`config.mk`:
```
export PLATFORM = sky130hd
export DESIGN_NAME = lsr_lut_memory
export DESIGN_NICKNAME = d
export VERILOG_FILES = /design/src/rtl/lsr_lut_memory.v
export VERILOG_INCLUDE_DIRS = /design/src /design/src/rtl
export SDC_FILE = /design/constraint.sdc
export NUM_CORES = 1
export LEC_CHECK = 0
export BUFFER_PORTS_ARGS = -buffer_cell sky130_fd_sc_hd__buf_2
export CAP_MARGIN = 20
export CELL_PAD_IN_SITES_DETAIL_PLACEMENT = 0
export CELL_PAD_IN_SITES_GLOBAL_PLACEMENT = 1
export CORE_AREA = 3 3 126 128
export DETAILED_ROUTE_END_ITERATION = 10
export DIE_AREA = 0 0 129 131
export PLACE_DENSITY_LB_ADDON = 0.1
export SLEW_MARGIN = 15
export SYNTH_ARGS = -nofsm -noshare
export SYNTH_HDL_FRONTEND = slang
export SYNTH_SLANG_ARGS = --single-unit
```
`constraint.sdc`:
```
create_clock -name clk_sys -period 1.85 [get_ports clk_sys]
set_input_delay 0.185 -clock clk_sys [delete_from_list [all_inputs] [get_ports clk_sys]]
set_output_delay 0.185 -clock clk_sys [all_outputs]
set_load 0.02 [all_outputs]
```
`src/rtl/lsr_regs.vh`:
```
`ifndef LSR_REGS_VH
`define LSR_REGS_VH

// Shift chain geometry
`define LSR_CHAIN_DEPTH   16
`define LSR_TAP_AW        4
`define LSR_LAST_STAGE    15

// RAM configuration codes
`define LSR_CFG_W         3
`define LSR_CFG_S16X1     3'h0
`define LSR_CFG_S32X1     3'h1
`define LSR_CFG_S64X1     3'h2
`define LSR_CFG_D16X1     3'h3
`define LSR_CFG_S16X2     3'h4
`define LSR_CFG_S32X2     3'h5
`define LSR_CFG_S16X4     3'h6

// RAM array geometry: 64 cells, address and data widths
`define LSR_RAM_CELLS     64
`define LSR_RAM_AW        6
`define LSR_RAM_DW        4

// Initial contents of all cells
`define LSR_RAM_INIT      64'h0000000000000000

`endif

```
`src/rtl/lsr_lut_memory.v`:
```
// Operation
// - Sixteen-stage chain, any stage tapped by address
// - Shift strobe loads serial bit, pushes deeper
// - Tap zero shows bit just shifted in
// - Tap read is combinational, follows address
// - Last stage output always shows stage fifteen
// - Single-port RAM of 16, 32, 64 bits
// - Dual-port 16x1 with second read address
// - One data bit in and out per port
// - Wide 16x2, 32x2, 16x4 share address
// - Write only with strobe on clock edge
// - Primary output shows newly written word
// - Both read ports see same cells
// - Contents start zero, reset leaves them alone
`timescale 1ns/100ps
`include "lsr_regs.vh"

module lsr_lut_memory #(
    parameter [`LSR_RAM_CELLS-1:0] RAM_INIT = `LSR_RAM_INIT
) (
    // Clock and reset
    input  wire                       clk_sys,
    input  wire                       rst_b,
    // Shift chain
    input  wire                       shift_write_strobe,
    input  wire                       serial_bit_in,
    input  wire [`LSR_TAP_AW-1:0]     tap_address,
    output wire                       tap_out,
    output wire                       last_stage_out,
    // RAM
    input  wire [`LSR_CFG_W-1:0]      ram_config,
    input  wire                       ram_write_strobe,
    input  wire [`LSR_RAM_AW-1:0]     ram_address,
    input  wire [`LSR_RAM_AW-1:0]     second_read_address,
    input  wire [`LSR_RAM_DW-1:0]     ram_data_in,
    output wire [`LSR_RAM_DW-1:0]     primary_read_out,
    output wire                       secondary_read_out
);

////////////////////////////////////////////////////////////////////////////////
// Shift chain, no reset on contents

reg  [`LSR_CHAIN_DEPTH-1:0] chain_r;
reg  [`LSR_CHAIN_DEPTH-1:0] chain_nxt;

initial chain_r = {`LSR_CHAIN_DEPTH{1'b0}};

// Select one stage of the chain
function lsr_tap;
    input [`LSR_CHAIN_DEPTH-1:0] chain;
    input [`LSR_TAP_AW-1:0]      sel;
    begin
        lsr_tap = chain[sel];
    end
endfunction

// Next chain value: shift in at stage 0, else hold
always @* begin
    chain_nxt = chain_r;
    if (shift_write_strobe) begin
        chain_nxt = {chain_r[`LSR_CHAIN_DEPTH-2:0], serial_bit_in};
    end
end

// Reset deliberately absent: contents survive rst_b
always @(posedge clk_sys) begin
    chain_r <= chain_nxt;
end

// Tap read follows the address with no clock
assign tap_out        = lsr_tap(chain_r, tap_address);
assign last_stage_out = chain_r[`LSR_LAST_STAGE];

////////////////////////////////////////////////////////////////////////////////
// RAM address and width decode

// Mask address to the depth of the configuration
function [`LSR_RAM_AW-1:0] lsr_mask_addr;
    input [`LSR_CFG_W-1:0]  cfg;
    input [`LSR_RAM_AW-1:0] addr;
    begin
        case (cfg)
            `LSR_CFG_S32X1,
            `LSR_CFG_S32X2: lsr_mask_addr = {1'b0, addr[4:0]};
            `LSR_CFG_S64X1: lsr_mask_addr = addr;
            default:        lsr_mask_addr = {2'b00, addr[3:0]};
        endcase
    end
endfunction

// Mask of data lanes in use for the configuration
function [`LSR_RAM_DW-1:0] lsr_lane_mask;
    input [`LSR_CFG_W-1:0] cfg;
    begin
        case (cfg)
            `LSR_CFG_S16X2,
            `LSR_CFG_S32X2: lsr_lane_mask = 4'h3;
            `LSR_CFG_S16X4: lsr_lane_mask = 4'hF;
            default:        lsr_lane_mask = 4'h1;
        endcase
    end
endfunction

wire [`LSR_RAM_AW-1:0] wr_addr;
wire [`LSR_RAM_AW-1:0] rd2_addr;
wire [`LSR_RAM_DW-1:0] lane_en;

assign wr_addr  = lsr_mask_addr(ram_config, ram_address);
assign rd2_addr = lsr_mask_addr(ram_config, second_read_address);
assign lane_en  = lsr_lane_mask(ram_config);

////////////////////////////////////////////////////////////////////////////////
// Storage: one 64x1 cell array per data lane

// High in the dual-port configuration
function lsr_is_dual;
    input [`LSR_CFG_W-1:0] cfg;
    begin
        lsr_is_dual = (cfg == `LSR_CFG_D16X1);
    end
endfunction

// One cell of a lane at an address
function lsr_cell;
    input [`LSR_RAM_CELLS-1:0] lane;
    input [`LSR_RAM_AW-1:0]    addr;
    begin
        lsr_cell = lane[addr];
    end
endfunction

// Lane contents after an optional write of one cell
function [`LSR_RAM_CELLS-1:0] lsr_write_cell;
    input [`LSR_RAM_CELLS-1:0] lane;
    input [`LSR_RAM_AW-1:0]    addr;
    input                      bit_in;
    input                      wr_en;
    begin
        lsr_write_cell = lane;
        if (wr_en) begin
            lsr_write_cell[addr] = bit_in;
        end
    end
endfunction

wire dual_mode;
wire lane0_we;
wire lane1_we;
wire lane2_we;
wire lane3_we;

// Lane write enables: strobe gated by lanes in use
assign dual_mode = lsr_is_dual(ram_config);
assign lane0_we  = ram_write_strobe & lane_en[0];
assign lane1_we  = ram_write_strobe & lane_en[1];
assign lane2_we  = ram_write_strobe & lane_en[2];
assign lane3_we  = ram_write_strobe & lane_en[3];

reg  [`LSR_RAM_CELLS-1:0] lane0_r;
reg  [`LSR_RAM_CELLS-1:0] lane1_r;
reg  [`LSR_RAM_CELLS-1:0] lane2_r;
reg  [`LSR_RAM_CELLS-1:0] lane3_r;
wire [`LSR_RAM_CELLS-1:0] lane0_nxt;
wire [`LSR_RAM_CELLS-1:0] lane1_nxt;
wire [`LSR_RAM_CELLS-1:0] lane2_nxt;
wire [`LSR_RAM_CELLS-1:0] lane3_nxt;

initial begin
    lane0_r = RAM_INIT;
    lane1_r = RAM_INIT;
    lane2_r = RAM_INIT;
    lane3_r = RAM_INIT;
end

// Next lane contents, one addressed cell at most
assign lane0_nxt = lsr_write_cell(lane0_r, wr_addr,
                                  ram_data_in[0], lane0_we);
assign lane1_nxt = lsr_write_cell(lane1_r, wr_addr,
                                  ram_data_in[1], lane1_we);
assign lane2_nxt = lsr_write_cell(lane2_r, wr_addr,
                                  ram_data_in[2], lane2_we);
assign lane3_nxt = lsr_write_cell(lane3_r, wr_addr,
                                  ram_data_in[3], lane3_we);

// Reset deliberately absent: contents survive rst_b

// Lane 0: used by every configuration
always @(posedge clk_sys) begin
    lane0_r <= lane0_nxt;
end

// Lane 1: two and four bit wide modes
always @(posedge clk_sys) begin
    lane1_r <= lane1_nxt;
end

// Lane 2: four bit wide mode only
always @(posedge clk_sys) begin
    lane2_r <= lane2_nxt;
end

// Lane 3: four bit wide mode only
always @(posedge clk_sys) begin
    lane3_r <= lane3_nxt;
end

////////////////////////////////////////////////////////////////////////////////
// Asynchronous reads

wire                   rd_lane0;
wire                   rd_lane1;
wire                   rd_lane2;
wire                   rd_lane3;
wire                   rd2_lane0;
wire [`LSR_RAM_DW-1:0] rd_word;

// Primary port reads the write address
assign rd_lane0  = lsr_cell(lane0_r, wr_addr);
assign rd_lane1  = lsr_cell(lane1_r, wr_addr);
assign rd_lane2  = lsr_cell(lane2_r, wr_addr);
assign rd_lane3  = lsr_cell(lane3_r, wr_addr);

// Second port reads the same lane 0 cells
assign rd2_lane0 = lsr_cell(lane0_r, rd2_addr);

assign rd_word = {rd_lane3, rd_lane2, rd_lane1, rd_lane0};

// Unused lanes and idle second port read zero
assign primary_read_out   = rd_word & lane_en;
assign secondary_read_out = dual_mode ? rd2_lane0 : 1'b0;

endmodule // lsr_lut_memory

```
Yosys cells after proc, flatten, opt, wreduce, memory -nomap -nowiden

Index checks and enable logic that the tools add are counted.

Magnitude comparators: 4
Equality and inequality tests: 6
Multiplexer cells: 22
Bitwise gates (word level): 5
Reductions and logical operators: 3

Operators with widths:

| kind                                                                                 | number |
|---|---|
| 64-bit bitwise mux                                                                   | 4 |
| 1-bit binary-select mux with 6-bit select                                            | 5 |
| 6-bit case mux with 2 select lines                                                   | 2 |
| 6-bit by 7-bit < comparator with 1-bit output (second input constant)                | 2 |
| 3-bit == test (second input constant)                                                | 3 |
| 1-bit 2-to-1 mux                                                                     | 8 |
| 4-bit case mux with 2 select lines                                                   | 1 |
| 1-bit demux with 6-bit select                                                        | 1 |
| 3-bit by 2-bit == test with 1-bit output (second input constant)                     | 2 |
| 6-bit by 1-bit greater-or-equal comparator with 1-bit output (second input constant) | 1 |
| 4-bit by 5-bit < comparator with 1-bit output (second input constant)                | 1 |
| 1-bit AND                                                                            | 4 |
| 4-bit AND                                                                            | 1 |
| 1-bit binary-select mux with 4-bit select                                            | 1 |
| 2-bit OR reduction                                                                   | 2 |
| 3-bit by 1-bit == test with 1-bit output (second input constant)                     | 1 |
| 1-bit logical AND                                                                    | 1 |

Bits in registers: 272
Input bits: 28
Output and inout bits: 7
Logic and storage cells: 45

Depth between registers and ports, before layout

Depth after elaboration: 8
Gate-level depth with buffers: 9
Mapped depth without buffers: 5

Worst setup path before layout

OpenSTA, ideal clock, no wires.

Path kind: input to output
From: input port ram_address[0]
To: output port primary_read_out[1]
Arrival time: 2.008 ns
Data required time: 1.665 ns
Setup slack: -0.343 ns
Stages: 6
Buffers on the path: 2
Cells stage by stage: buf_2 buf_2 mux4_2 a311oi_1 o21bai_1 nor4_1

Word-level cells in the longest chain between the ends: 4

Ends and longest elaborated chain:

| element                                   | line                 | source |
|---|---|---|
| start: declaration                        | lsr_lut_memory.v:33  | `` input wire [`LSR_RAM_AW-1:0] ram_address, `` |
| 6-bit case mux with 2 select lines        | lsr_lut_memory.v:82  | `case (cfg)` |
| 1-bit binary-select mux with 6-bit select | lsr_lut_memory.v:128 | `lsr_cell = lane[addr];` |
| 1-bit 2-to-1 mux (not written as such)    | lsr_lut_memory.v:128 |  |
| 4-bit AND                                 | lsr_lut_memory.v:229 | `assign primary_read_out = rd_word & lane_en;` |
| end: declaration                          | lsr_lut_memory.v:36  | `` output wire [`LSR_RAM_DW-1:0] primary_read_out, `` |

No other way between the ends. The select of a mux whose other input is x is not followed.

Final worst setup path

From: register lane0_r[15]
To: output port primary_read_out[0]

Word-level cells in the longest chain between the ends: 3

Ends and longest elaborated chain:

| element                                   | line                 | source |
|---|---|---|
| start: declaration                        | lsr_lut_memory.v:159 | `` reg [`LSR_RAM_CELLS-1:0] lane0_r; `` |
| start signal: assignment                  | lsr_lut_memory.v:189 | `lane0_r <= lane0_nxt;` |
| 1-bit binary-select mux with 6-bit select | lsr_lut_memory.v:128 |  |
| 1-bit 2-to-1 mux (not written as such)    | lsr_lut_memory.v:128 |  |
| 4-bit AND                                 | lsr_lut_memory.v:229 |  |

No other way between the ends. The select of a mux whose other input is x is not followed.

==> results.md <==
- Leak: 2.70 nW
- Root Driver: clkbuf_16
- Post-synthesis cell area: 6470 um^2
- Initial DRC count: 359
- VDD IR max: between 0.6 and 0.7 mV
- Routability cong.: 0.763
- Most common cell after layout, fill and taps aside: edfxtp_1
- CP endpoint kind: output port
- Worst-path maximum fanout: 2
- Vias in the first global route: slightly above 4000
- Fill count: 1248
- Seq/Total Area, Yosys: 66.8%
- Fin. max-slew vios: 0
- Combined area of the multi-input logic cells: 2070 um^2
- Die footprint: 16900 um^2
- Run status: finished with violations
- WP data arrival: approximately 2.3 ns
- Most frequent cells in the layout: edfxtp_1 (144), nor2_1 (87), buf_4 (68)
- Clock buffer depth: 2
- Failing checks: negative setup slack
- Syn Inst Count: between 400 and 500
- Maxcap violations: 0
- Met3 usage: 4.59%
- Hold Vio Cnt, Final: 0
- HPWL after DPL: 9.91 mm
- Top Usage Layer GRT: met2
- Largest net degree at the start of global routing: 65
- Drt first pass iters: 5
- Pwr/cell area: 912 nW/um^2
- Die width: 129 um
- Core box area: 15000 um^2
- Layout Nets: 557
- Clock Sinks: around 140
- Layout cell share with drive strength beyond 1: 35.7%
- Non-Filler Instances: 729
- Htree depth: 4
- Worst Path Required: 1.66 ns
- Row count: 45
- Post-route clock period utilization: 136%
- Fin area: 8100 um^2
- Synth Register Bits: 144
- DR vias/cell: 5.57
- CTS tree: built
- Initial Utilization: a little over two fifths
- Internal Power: 5.76 mW
- Final core occ: 54.1%
- Total global routing overflow: 0
- Comb power frac: 8.9%
- Io pins: 35
- Reg clk slew, reported paths: 0.06 ns
- Antenna violations before repair: 0
- Syn_area_per_cell: 14.8 um^2
- Flop pwr share: 49.4%
- Placed cell count: 694
- # diodes: 0
- Final worst slack: -0.668 ns
- Final min period: between 2 and 3 ns
- Actual slew at the worst max-slew pin: about 0.58 ns
- IO buf count: 31
- Met1 global-route usage: between 20% and 30%
- Final ANT Viol Nets: 0
- Clk_skew: ~0.0039 ns
- Critical setup path kind: reg2out
- Setup Viol. Count Final: 6
- DRC viols: 0
- Die H: between 100 and 150 um
- RSZ-0062 raised after global routing: yes
- Clock Latency Late Sink: 0.42 ns
- Sequential Area: 4320 um^2
- Final setup TNS: -2.12 ns
- Switching share of power: 22.0%
- Area added between synthesis and finish: 25.1%
- Crit start category: flop
- Synthesis Warnings: 0
- CTS Buf Count: 17
- Drt wl/cell: 20.9 um
- Max-slew headroom: 61.5%
- Fmax: 0.397 GHz
- Total GRT Usage: 19.1%
- Syn Nets: 465
- Hold Crit Class: in2reg
- Clk pwr share: a little over two fifths
- Area after DPL: 7390 um^2
- Met2 global-route usage: 31.2%
- Final WL: 15.2 mm
- P_sw: 1.63 mW
- First-pass GRT wire length: 23.6 mm
- Via Count: 4059
- Netlist cell types: 43
-- kinds of logic after synthesis --
family	Yosys count	share of synthesized area [%]
AND/OR/NAND/NOR	172	12.5
flip-flops	144	66.8
multiplexers	48	13.4
buffers and inverters	38	3.48
AO/OA/AOI/OAI	35	3.77
-- layer usage --
layer | vias up | part of all wire, %
met3 | 14 | 3.5
met5 | - | 0
met4 | 0 | 1.2
met2 | 78 | 49
met1 | 2101 | 46
li1 | 1866 | -
-- path summary, 6_finish.rpt --
path / depth (start not counted) / to / from / slack (ns)
max: 6 / primary_read_out[0] / lane0_r[15] / -0.67
min: 1 / lane2_r[9] / ram_data_in[2] / 0.15
min reg2reg: 0 / chain_r[9] / chain_r[8] / 0.45
max reg2reg: 0 / chain_r[10] / chain_r[9] / 1.18
-- cells in the mapped netlist (all sizes together) --
cell     count  area (um^2)
a2111oi      1         8.76
a211oi       6         45.0
a21oi        5         25.0
a311oi       1         8.76
a32oi        2         17.5
and3b        1         8.76
and4bb       1         12.5
buf         24          173
clkbuf      12         45.0
edfxtp     144         4320
inv          2         7.51
mux2         2         22.5
mux2i       15          150
mux4        31          698
nand2       11         41.3
nand2b       3         18.8
nand3        7         35.0
nand3b       2         15.0
nand4        3         18.8
nor2        88          330
nor2b       12         75.1
nor3        33          165
nor3b        3         22.5
nor4         1         6.26
nor4bb       1         10.0
o21ai        6         33.8
o21bai       1         7.51
o221ai       2         17.5
o22a         1         8.76
o22ai        6         37.5
o2bb2ai      2         17.5
o311ai       1         8.76
o31ai        1         7.51
or2          2         12.5
or4          2         15.0
or4b         2         23.8
-- final cells by class --
type | count | area share, %
clock buffer | 19 | 5.35
sequential | 144 | 53.4
multi-input combinational | 255 | 25.6
tap | 188 | 2.90
clock inverter | 12 | 1.17
timing repair buffer | 109 | 11.5
inverter | 2 | 0.0927
-- power by group through the flow --
| stage | Sequential (mW) | Clock, mW | Combinational (mW) |
|---|---|---|---|
| final | 3.65 | 3.08 | 0.660 |
| after global routing | 3.65 | 3.29 | 0.708 |
| after CTS | 3.65 | 3.13 | 0.659 |
| after detailed placement | 3.71 | 0 | 0.608 |
| after global placement | 3.71 | 0 | 0.604 |
| after floorplan | 3.71 | 0 | 0.346 |
-- state kept, by name, indices dropped and copies added (netlist names) --
signal / cells
chain_r: 16
lane0_r: 64
lane1_r: 32
lane2_r: 16
lane3_r: 16
-- repair_timing --
action	in CTS	in global routing
resized for setup	20	5
buffers inserted	0	2
endpoints found under the setup margin	6	6
endpoints found under the hold margin	1	0
hold buffers	1	0
gates cloned	2	0
pin swaps	3	3
-- stage by stage --
| step | power [mW] | hold WS (ns) | worst slack (ns) |
|---|---|---|---|
| global placement | 4.32 | 0.364 | -0.381 |
| detailed placement | 4.32 | 0.365 | -0.432 |
| global route | 7.64 | 0.158 | -0.743 |
| floorplan | 4.06 | 0.284 | -0.0301 |
| finish | 7.38 | 0.152 | -0.668 |
| CTS | 7.44 | 0.153 | -0.685 |
-- critical path, cell delays in order, from the launching register on --
cell and delay, ns:
edfxtp_1 0.38, mux4_2 0.47, mux2i_1 0.15, o22a_1 0.18
o21ai_0 0.10, or4_1 0.44, buf_2 0.18
Power figures use the tool's default switching activity.
